File: src/rtl/pafn_pkg.sv
package pafn_pkg;
	// ------------------------------------------------------------
	// register byte offsets
	// ------------------------------------------------------------
	localparam logic [11:0] OFF_PA_DIR_HI  = 12'h000;
	localparam logic [11:0] OFF_PA_DIR_LO  = 12'h004;
	localparam logic [11:0] OFF_PA_FN_HI   = 12'h008;
	localparam logic [11:0] OFF_PA_FN_LO2  = 12'h00C;
	localparam logic [11:0] OFF_PA_FN_LO1  = 12'h010;
	localparam logic [11:0] OFF_PD_DIR_HI  = 12'h014;
	localparam logic [11:0] OFF_PD_FN_HI1  = 12'h018;
	localparam logic [11:0] OFF_PD_FN_HI2  = 12'h01C;
	// ------------------------------------------------------------
	// reset values and masks
	// ------------------------------------------------------------
	localparam logic [15:0] RST_REG        = 16'h0000;
	localparam logic [15:0] MASK_DIR_HI    = 16'h00FF;
	localparam logic [15:0] MASK_FN_HI     = 16'h5555;
	localparam logic [15:0] MASK_ALL       = 16'hFFFF;
	// ------------------------------------------------------------
	// pin function field layout
	// ------------------------------------------------------------
	localparam int          FN_W           = 2;
	localparam logic [1:0]  FN_PORT        = 2'h0;
	localparam int          PA_PINS        = 24;
	localparam int          PA_LO_PINS     = 16;
	localparam int          SERIAL_CLOCK_ZERO_PIN       = 2;
	localparam int          SERIAL_CLOCK_ONE_PIN       = 5;
	localparam int          PE_PINS        = 16;
	localparam int          JTAG_LO        = 8;
	localparam int          JTAG_HI        = 12;
	localparam logic [1:0]  SCK_FN_CODE    = 2'h1;
endpackage

File: src/rtl/pafn_regs_if.sv
`timescale 1ns/1ps
interface pafn_regs_if;
	logic [15:0] pa_dir_hi;
	logic [15:0] pa_dir_lo;
	logic [15:0] pa_fn_hi;
	logic [15:0] pa_fn_lo2;
	logic [15:0] pa_fn_lo1;
	modport regs (output pa_dir_hi, pa_dir_lo, pa_fn_hi, pa_fn_lo2, pa_fn_lo1);
	modport mux  (input  pa_dir_hi, pa_dir_lo, pa_fn_hi, pa_fn_lo2, pa_fn_lo1);
endinterface

File: src/rtl/pafn_dir_mux.sv
`timescale 1ns/1ps
module pafn_dir_mux #(
	parameter int PINS = 24
) (
	pafn_regs_if.mux         rg,
	input  wire logic [PINS-1:0] periph_oe,
	input  wire logic [PINS-1:0] sci_sck_io,
	output wire logic [PINS-1:0] pin_oe,
	output wire logic [PINS-1:0] pin_periph
);
	// ------------------------------------------------------------
	// function field per pin
	// ------------------------------------------------------------
	function automatic logic [1:0] pafn_field(input logic [47:0] fn,
		input int idx);
		pafn_field = fn[idx*2 +: 2];
	endfunction

	wire logic [47:0] fn_all = {rg.pa_fn_hi, rg.pa_fn_lo1, rg.pa_fn_lo2};
	wire logic [23:0] dir_all = {rg.pa_dir_hi[7:0], rg.pa_dir_lo};

	genvar g;
	generate
		for (g = 0; g < PINS; g++) begin : g_pin
			wire logic [1:0] fsel = pafn_field(fn_all, g);
			wire logic       is_port = (fsel == pafn_pkg::FN_PORT);
			// sck pins 2 and 5 follow the direction bit in serial mode too, when their sci_sck_io bit is set
			wire logic       use_dir = is_port ||
				((g == pafn_pkg::SERIAL_CLOCK_ZERO_PIN || g == pafn_pkg::SERIAL_CLOCK_ONE_PIN) &&
				 (fsel == pafn_pkg::SCK_FN_CODE) && sci_sck_io[g]);
			assign pin_periph[g] = !is_port;
			// direction bit or peripheral direction
			assign pin_oe[g] = use_dir ? dir_all[g] : periph_oe[g];
		end
	endgenerate
endmodule

File: src/rtl/pafn_top.sv
// The address map and the APB interface to the registers were decided locally.
`timescale 1ns/1ps
module pafn_top #(
	parameter bit LARGE_PKG = 1'b1
) (
	input  wire logic        pclk,
	input  wire logic        presetn,
	input  wire logic        psel,
	input  wire logic        penable,
	input  wire logic        pwrite,
	input  wire logic [11:0] paddr,
	input  wire logic [31:0] pwdata,
	input  wire logic [3:0]  pstrb,
	output wire logic [31:0] prdata,
	output wire logic        pready,
	output wire logic        pslverr,
	input  wire logic [23:0] pa_periph_oe,
	input  wire logic [23:0] pa_sci_sck_io,
	output wire logic [23:0] pa_pin_oe,
	output wire logic [23:0] pa_pin_periph,
	input  wire logic        debug_mode_select,
	output wire logic [15:0] pe_jtag_force,
	output wire logic [15:0] port_d_high_direction,
	output wire logic [15:0] port_d_function_high_one,
	output wire logic [15:0] port_d_function_high_two
);
	// ------------------------------------------------------------
	// apb decode
	// ------------------------------------------------------------
	pafn_regs_if rif ();

	logic [15:0] pa_dir_hi_r;
	logic [15:0] pa_dir_lo_r;
	logic [15:0] pa_fn_hi_r;
	logic [15:0] pa_fn_lo2_r;
	logic [15:0] pa_fn_lo1_r;
	logic [15:0] pd_dir_hi_r;
	logic [15:0] pd_fn_hi1_r;
	logic [15:0] pd_fn_hi2_r;
	logic [31:0] prdata_r;
	logic        pslverr_r;
	logic        dbg_s1_r;
	logic        dbg_s2_r;

	wire logic acc = psel && penable;
	wire logic wr  = acc && pwrite;
	wire logic [15:0] wmask = {{8{pstrb[1]}}, {8{pstrb[0]}}};

	wire logic hit_pa_dh = (paddr == pafn_pkg::OFF_PA_DIR_HI);
	wire logic hit_pa_dl = (paddr == pafn_pkg::OFF_PA_DIR_LO);
	wire logic hit_pa_fh = (paddr == pafn_pkg::OFF_PA_FN_HI);
	wire logic hit_pa_f2 = (paddr == pafn_pkg::OFF_PA_FN_LO2);
	wire logic hit_pa_f1 = (paddr == pafn_pkg::OFF_PA_FN_LO1);
	wire logic hit_pd_dh = (paddr == pafn_pkg::OFF_PD_DIR_HI);
	wire logic hit_pd_f1 = (paddr == pafn_pkg::OFF_PD_FN_HI1);
	wire logic hit_pd_f2 = (paddr == pafn_pkg::OFF_PD_FN_HI2);
	wire logic hit_any = hit_pa_dh | hit_pa_dl | hit_pa_fh | hit_pa_f2 |
		hit_pa_f1 | hit_pd_dh | hit_pd_f1 | hit_pd_f2;

	// high registers exist only in the large package
	wire logic hi_ok = LARGE_PKG;
	wire logic [15:0] dh_mask =
		hi_ok ? pafn_pkg::MASK_DIR_HI : 16'h0000;
	wire logic [15:0] fh_mask =
		hi_ok ? pafn_pkg::MASK_FN_HI  : 16'h0000;
	wire logic [15:0] pd_mask =
		hi_ok ? pafn_pkg::MASK_ALL    : 16'h0000;

	// ------------------------------------------------------------
	// write merge
	// ------------------------------------------------------------
	function automatic logic [15:0] pafn_merge(input logic [15:0] old,
		input logic [15:0] wd, input logic [15:0] bm, input logic [15:0] fm);
		pafn_merge = ((old & ~bm) | (wd & bm)) & fm;
	endfunction

	wire logic [15:0] wd = pwdata[15:0];
	wire logic [15:0] pa_dir_hi_nxt = pafn_merge(pa_dir_hi_r, wd, wmask, dh_mask);
	wire logic [15:0] pa_dir_lo_nxt =
		pafn_merge(pa_dir_lo_r, wd, wmask, pafn_pkg::MASK_ALL);
	wire logic [15:0] pa_fn_hi_nxt = pafn_merge(pa_fn_hi_r, wd, wmask, fh_mask);
	wire logic [15:0] pa_fn_lo2_nxt =
		pafn_merge(pa_fn_lo2_r, wd, wmask, pafn_pkg::MASK_ALL);
	wire logic [15:0] pa_fn_lo1_nxt =
		pafn_merge(pa_fn_lo1_r, wd, wmask, pafn_pkg::MASK_ALL);
	wire logic [15:0] pd_dir_hi_nxt = pafn_merge(pd_dir_hi_r, wd, wmask, pd_mask);
	wire logic [15:0] pd_fn_hi1_nxt = pafn_merge(pd_fn_hi1_r, wd, wmask, pd_mask);
	wire logic [15:0] pd_fn_hi2_nxt = pafn_merge(pd_fn_hi2_r, wd, wmask, pd_mask);

	// ------------------------------------------------------------
	// registers
	// ------------------------------------------------------------
	always_ff @(posedge pclk or negedge presetn) begin
		if (!presetn) begin
			pa_dir_hi_r <= pafn_pkg::RST_REG;
			pa_dir_lo_r <= pafn_pkg::RST_REG;
			pa_fn_hi_r  <= pafn_pkg::RST_REG;
			pa_fn_lo2_r <= pafn_pkg::RST_REG;
			pa_fn_lo1_r <= pafn_pkg::RST_REG;
			pd_dir_hi_r <= pafn_pkg::RST_REG;
			pd_fn_hi1_r <= pafn_pkg::RST_REG;
			pd_fn_hi2_r <= pafn_pkg::RST_REG;
		end else if (wr) begin
			if (hit_pa_dh) pa_dir_hi_r <= pa_dir_hi_nxt;
			if (hit_pa_dl) pa_dir_lo_r <= pa_dir_lo_nxt;
			if (hit_pa_fh) pa_fn_hi_r  <= pa_fn_hi_nxt;
			if (hit_pa_f2) pa_fn_lo2_r <= pa_fn_lo2_nxt;
			if (hit_pa_f1) pa_fn_lo1_r <= pa_fn_lo1_nxt;
			if (hit_pd_dh) pd_dir_hi_r <= pd_dir_hi_nxt;
			if (hit_pd_f1) pd_fn_hi1_r <= pd_fn_hi1_nxt;
			if (hit_pd_f2) pd_fn_hi2_r <= pd_fn_hi2_nxt;
		end
	end

	// ------------------------------------------------------------
	// read path
	// ------------------------------------------------------------
	wire logic [15:0] rsel =
		hit_pa_dh ? (pa_dir_hi_r & dh_mask) :
		hit_pa_dl ? pa_dir_lo_r :
		hit_pa_fh ? (pa_fn_hi_r & fh_mask) :
		hit_pa_f2 ? pa_fn_lo2_r :
		hit_pa_f1 ? pa_fn_lo1_r :
		hit_pd_dh ? pd_dir_hi_r :
		hit_pd_f1 ? pd_fn_hi1_r :
		hit_pd_f2 ? pd_fn_hi2_r : 16'h0000;

	always_ff @(posedge pclk or negedge presetn) begin
		if (!presetn) begin
			prdata_r  <= 32'h00000000;
			pslverr_r <= 1'b0;
		end else if (psel && !penable) begin
			prdata_r  <= {16'h0000, rsel};
			pslverr_r <= !hit_any;
		end
	end

	assign prdata  = prdata_r;
	assign pready  = 1'b1;
	assign pslverr = acc && pslverr_r;

	// ------------------------------------------------------------
	// debug select sync and jtag forcing
	// ------------------------------------------------------------
	always_ff @(posedge pclk or negedge presetn) begin
		if (!presetn) begin
			dbg_s1_r <= 1'b0;
			dbg_s2_r <= 1'b0;
		end else begin
			dbg_s1_r <= debug_mode_select;
			dbg_s2_r <= dbg_s1_r;
		end
	end

	genvar e;
	generate
		for (e = 0; e < pafn_pkg::PE_PINS; e++) begin : g_pe
			assign pe_jtag_force[e] = dbg_s2_r &&
				(e >= pafn_pkg::JTAG_LO) && (e <= pafn_pkg::JTAG_HI);
		end
	endgenerate

	// ------------------------------------------------------------
	// pin direction
	// ------------------------------------------------------------
	assign rif.pa_dir_hi = pa_dir_hi_r & dh_mask;
	assign rif.pa_dir_lo = pa_dir_lo_r;
	assign rif.pa_fn_hi  = pa_fn_hi_r & fh_mask;
	assign rif.pa_fn_lo2 = pa_fn_lo2_r;
	assign rif.pa_fn_lo1 = pa_fn_lo1_r;

	pafn_dir_mux #(
		.PINS (pafn_pkg::PA_PINS)
	) u_mux (
		.rg         (rif.mux),
		.periph_oe  (pa_periph_oe),
		.sci_sck_io (pa_sci_sck_io),
		.pin_oe     (pa_pin_oe),
		.pin_periph (pa_pin_periph)
	);

	assign port_d_high_direction    = pd_dir_hi_r;
	assign port_d_function_high_one = pd_fn_hi1_r;
	assign port_d_function_high_two = pd_fn_hi2_r;

	// ------------------------------------------------------------
	// checks
	// ------------------------------------------------------------
	property p_dir_out;
		@(posedge pclk) disable iff (!presetn)
		(pa_fn_lo2_r[1:0] == 2'h0) |-> (pa_pin_oe[0] == pa_dir_lo_r[0]);
	endproperty
	a_dir_out: assert property (p_dir_out) else $error("pin0 dir wrong");

	property p_periph;
		@(posedge pclk) disable iff (!presetn)
		(pa_fn_lo2_r[1:0] != 2'h0) && !pa_sci_sck_io[0] |->
			(pa_pin_oe[0] == pa_periph_oe[0]);
	endproperty
	a_periph: assert property (p_periph) else $error("periph dir");

	property p_dh_rsv;
		@(posedge pclk) disable iff (!presetn)
		wr && hit_pa_dh |=> (pa_dir_hi_r[15:8] == 8'h00);
	endproperty
	a_dh_rsv: assert property (p_dh_rsv) else $error("dir hi rsv");

	property p_fh_rsv;
		@(posedge pclk) disable iff (!presetn)
		wr && hit_pa_fh |=> ((pa_fn_hi_r & 16'hAAAA) == 16'h0000);
	endproperty
	a_fh_rsv: assert property (p_fh_rsv) else $error("fn hi rsv");

	property p_wr_lo;
		@(posedge pclk) disable iff (!presetn)
		wr && hit_pa_dl && (pstrb[1:0] == 2'h3) |=>
			(pa_dir_lo_r == $past(pwdata[15:0]));
	endproperty
	a_wr_lo: assert property (p_wr_lo) else $error("dir lo write");

	property p_small;
		@(posedge pclk) disable iff (!presetn)
		!LARGE_PKG |-> (pd_dir_hi_r == 16'h0000) && (pa_dir_hi_r == 16'h0000);
	endproperty
	a_small: assert property (p_small) else $error("small pkg hi");

	property p_jtag;
		@(posedge pclk) disable iff (!presetn)
		$rose(debug_mode_select) ##1 debug_mode_select[*2] |->
			(pe_jtag_force == 16'h1F00);
	endproperty
	a_jtag: assert property (p_jtag) else $error("jtag force");

	property p_hi_dir;
		@(posedge pclk) disable iff (!presetn)
		(pa_fn_hi_r[1:0] == 2'h0) |-> (pa_pin_oe[16] == rif.pa_dir_hi[0]);
	endproperty
	a_hi_dir: assert property (p_hi_dir) else $error("pin16 dir");

	// ------------------------------------------------------------
	// read path, serial clock, pin direction, debug and write checks
	// ------------------------------------------------------------
	property p_rd_lo;
		@(posedge pclk) disable iff (!presetn)
		psel && !penable && hit_pa_dl |=> (prdata[15:0] == pa_dir_lo_r);
	endproperty
	a_rd_lo: assert property (p_rd_lo) else $error("dir lo read");

	property p_rd_upper;
		@(posedge pclk) disable iff (!presetn)
		prdata[31:16] == 16'h0000;
	endproperty
	a_rd_upper: assert property (p_rd_upper) else $error("rd upper");

	property p_dh_read;
		@(posedge pclk) disable iff (!presetn)
		psel && !penable && hit_pa_dh |=> (prdata[15:8] == 8'h00);
	endproperty
	a_dh_read: assert property (p_dh_read) else $error("dir hi read");

	property p_fh_read;
		@(posedge pclk) disable iff (!presetn)
		psel && !penable && hit_pa_fh |=>
			((prdata[15:0] & 16'hAAAA) == 16'h0000);
	endproperty
	a_fh_read: assert property (p_fh_read) else $error("fn hi read");

	property p_sck2;
		@(posedge pclk) disable iff (!presetn)
		(pa_fn_lo2_r[5:4] == pafn_pkg::SCK_FN_CODE) && pa_sci_sck_io[2] |->
			(pa_pin_oe[2] == pa_dir_lo_r[2]);
	endproperty
	a_sck2: assert property (p_sck2) else $error("sck pin dir");

	property p_sck5;
		@(posedge pclk) disable iff (!presetn)
		(pa_fn_lo2_r[11:10] == pafn_pkg::SCK_FN_CODE) && !pa_sci_sck_io[5] |->
			(pa_pin_oe[5] == pa_periph_oe[5]);
	endproperty
	a_sck5: assert property (p_sck5) else $error("sck pin periph");

	property p_hi_periph;
		@(posedge pclk) disable iff (!presetn)
		(rif.pa_fn_hi[1:0] != 2'h0) |->
			(pa_pin_oe[16] == pa_periph_oe[16]);
	endproperty
	a_hi_periph: assert property (p_hi_periph) else $error("pin16 fn");

	property p_small_pins;
		@(posedge pclk) disable iff (!presetn)
		!LARGE_PKG |-> (pa_pin_oe[23:16] == 8'h00);
	endproperty
	a_small_pins: assert property (p_small_pins) else $error("small oe");

	property p_jtag_off;
		@(posedge pclk) disable iff (!presetn)
		!dbg_s2_r |-> (pe_jtag_force == 16'h0000);
	endproperty
	a_jtag_off: assert property (p_jtag_off) else $error("jtag off");

	property p_jtag_pins;
		@(posedge pclk) disable iff (!presetn)
		(pe_jtag_force & 16'hE0FF) == 16'h0000;
	endproperty
	a_jtag_pins: assert property (p_jtag_pins) else $error("jtag pins");

	property p_fn_lo1_wr;
		@(posedge pclk) disable iff (!presetn)
		wr && hit_pa_f1 && (pstrb[1:0] == 2'h3) |=>
			(pa_fn_lo1_r == $past(pwdata[15:0]));
	endproperty
	a_fn_lo1_wr: assert property (p_fn_lo1_wr) else $error("fn lo1 wr");

	property p_dl_keep;
		@(posedge pclk) disable iff (!presetn)
		!(wr && hit_pa_dl) |=> $stable(pa_dir_lo_r);
	endproperty
	a_dl_keep: assert property (p_dl_keep) else $error("dir lo kept");
endmodule

File: config.mk
export PLATFORM = sky130hd
export DESIGN_NAME = pafn_top
export DESIGN_NICKNAME = d
export VERILOG_FILES = /design/src/rtl/pafn_pkg.sv /design/src/rtl/pafn_regs_if.sv /design/src/rtl/pafn_dir_mux.sv /design/src/rtl/pafn_top.sv
export SDC_FILE = /design/constraint.sdc
export NUM_CORES = 1
export LEC_CHECK = 0
export ABC_AREA = 1
export BUFFER_PORTS_ARGS = -buffer_cell sky130_fd_sc_hd__buf_2
export CORE_UTILIZATION = 54
export DETAILED_ROUTE_END_ITERATION = 16
export PLACE_DENSITY = 0.84
export SLEW_MARGIN = 20
export SYNTH_ARGS = -nofsm -noshare
export SYNTH_HDL_FRONTEND = slang
export SYNTH_SLANG_ARGS = --single-unit
File: constraint.sdc
create_clock -name pclk -period 3.3 [get_ports pclk]
set_input_delay 0.66 -clock pclk [delete_from_list [all_inputs] [get_ports pclk]]
set_output_delay 0.66 -clock pclk [all_outputs]
set_load 0.05 [all_outputs]
==> results.cfg <==
[worst_setup_path]
end_kind = flip-flop
path_class = in2reg
crit_chain = buf_2 -> nor2_1 -> nand2_1 -> inv_1 -> nand2_1 -> nor2_2 -> nand2_1 -> a21oi_1 -> inv_1
worst_setup_path_start_kind = input port
crit_cells = 9
max_stage_delay_ps = 490
crit_arrival_ps = 2720
crit_path_frequent_cell = nand2_1
required_ps = 3610
crit_slowest_cell = nor2_2
crit_fanout = 16
rr_worst_depth = 8
cpLargestDelayFamily = simple AND/OR/NAND/NOR gates
crit_buf_inv = 3

[cts]
cts_sinks = 131
cts_resized = 0
cts_max_level = 4
post_cts_buffers = 0
hold_buffers = 0
clockBufferDepth = 2
cts_tree = yes
cts-buffers-inserted = 17
root_buffer = clkbuf_16
clk_latency_ps = 430
clk_pin_slew_worst_paths_ps = 60

[global_routing]
gr-total-overflow = 0
grt_pass1_vias = 6049
antenna_found_initial = 0
track_usage = 0.309
grt_max_degree = 132
grt_pass1_wl_um = 30600

[routing]
routedWlPerCell_um = 15.2
first_pass_iters = 5
drc = 0
routed_wirelength_um = 19300
vias = 6598
drt-vias-per-instance = 5.22
antenna_left = 0
drt_iter0_drc = 597

[sta]
max_slew_margin = 0.535
period_minus_slack_ps = 2410
fin_skew_ps = 5.15
finalSetupTns_ps = 0
fin_ws_ps = 889
setup_viol = 0
tightest_slew_ps = 698
fin_crit_sh = 0.731
rsz0062_at_grt = no
hold_violations = 0
slew_viol_final = 0
fmax_ghz = 0.415

[yosys]
synth_top_family_by_area = simple AND/OR/NAND/NOR gates
synth-adder-area-share = 0
synth-xor-area-share = 0
synth_mux_area_frac = 0.00496
synth.avg_cell_area_sq_um = 7.44
synth_compound_area_frac = 0.125
synth.distinct_cells = 25
syn_inst = 915
synth_seq_cells = 131
synth_area_sq_um = 6810
ys_seq_area_frac = 0.482
yosysWarnings = 0
synthSimpleGateAreaFrac = 0.267

[floorplanning]
core_area_sq_um = 12200
dieHeight_um = 114
die_x_um = 114
row_count = 40
start_util = 0.560
die-area_sq_um = 13100
ios = 248

[pwr]
finalPower_uw = 3760
vdd_drop_max_mv = 0.291
power.leakage_uw = 0.00487
power_density_nw_per_um2 = 454

[final_layout]
final_util = 0.682
n_fill_cell = 1029
layout.nets = 1186
ff_latch_area_sq_um = 3280
multi_input_area_sq_um = 2810
drive_above_1_share = 0.222
diodes = 0
syn2layout_area_growth_pct = 21.8
stdcell_area_sq_um = 8290

[placement]
placed_cell_area_sq_um = 7690
io_buffers = 179
dp_hpwl_um = 13700
place_ws_ps = 580
routabilityCongestion = 0.867

[hold_path]
hp-class = in2async

[flow_run]
cap_violations = 0

[outcome]
status = finished, final reports clean
==> layer usage <==
metal	track usage	up-vias	share of wire
met1	0.422	3054	0.43
met5	0	-	0
met3	0.0662	32	0.091
li1	-	3170	-
met4	0.114	0	0.017
met2	0.486	342	0.46
==> where the power goes <==
part / internal [uW] / leakage (uW) / switching, uW / total, uW
clock: 1200 / 0.000281 / 716 / 1920
combinational: 43.3 / 0.00276 / 190 / 233
sequential: 1610 / 0.00182 / 1.90 / 1610
==> area by class of cell <==
| class | instances | area share |
|---|---|---|
| flip-flops and latches | 131 | 0.395 |
| multi-input cells | 635 | 0.339 |
| repair buffers | 186 | 0.116 |
| clock buffers | 19 | 0.0534 |
| inverters | 113 | 0.0512 |
| well taps | 168 | 0.0254 |
| clock inverters | 13 | 0.0193 |
==> worst register-to-register path: stages, from the launching register on <==
cell     delay (ps)
dfrtp_1         410
nand3_1          90
nand3_1         110
nand2_1         150
nand3_1         120
nand2_1          90
nand2_1          60
nand2_1          60
nand2_1          50
==> final timing paths <==
path                                    from                         end  slack [ps]
hold / removal                       presetn  asynchronous set/reset pin         320
setup reg to reg                   flip-flop                  prdata[12]        2050
hold reg to reg                     dbg_s1_r                    dbg_s2_r         350
max in group asynchronous            presetn                  prdata[10]        2450
setup / recovery                    paddr[1]                   flip-flop         890
min in group pclk          debug_mode_select                    dbg_s1_r         340
==> placed cells by master, fill, tap and decap left out, types with 2 or more instances in the layout <==
master,n
conb_1,28
nand4_1,7
nor2_2,3
a21oi_1,37
clkbuf_16,17
o21ai_0,120
clkinv_2,3
dfrtp_1,131
nand3_1,59
nand2_1,291
clkinvlp_4,5
nor3_1,5
buf_2,178
bufinv_16,3
nor2_4,4
inv_1,107
nor2_1,51
nand2_2,5
o21ai_1,6
nand3b_1,3
inv_2,6
mux2_2,3
o21a_1,4
or2_2,6
buf_4,7
clkinv_4,2
==> metrics by stage <==
stage / hold slack (ps) / instances
2_1_floorplan: 331 / 941
5_1_grt: 341 / 1265
3_3_place_gp: 335 / 1233
4_1_cts: 338 / 1265
3_5_place_dp: 340 / 1233
6_report: 317 / 1265
==> cell usage after synthesis, drive strengths merged <==
| cell | number | area (sq um) |
|---|---|---|
| nand2 | 296 | 1120 |
| dfrtp | 131 | 3280 |
| o21ai | 126 | 631 |
| inv | 113 | 424 |
| nand3 | 59 | 295 |
| nor2 | 58 | 255 |
| buf | 51 | 350 |
| a21oi | 37 | 185 |
| clkbuf | 11 | 41.3 |
| nand4 | 7 | 43.8 |
| or2 | 6 | 37.5 |
| nor3 | 5 | 25.0 |
| o21a | 4 | 30.0 |
| mux2 | 3 | 33.8 |
| nand3b | 3 | 22.5 |
| conb | 2 | 7.51 |
| and3b | 1 | 8.76 |
| nor3b | 1 | 7.51 |
| o22ai | 1 | 6.26 |
==> kinds of logic after synthesis <==
group | Yosys count
buffers and inverters | 175
DFF | 131
and+or+nand+nor | 436
AOI/OAI and AO/OA | 168
other | 2
muxes | 3
(Power assumes the default switching activity.)
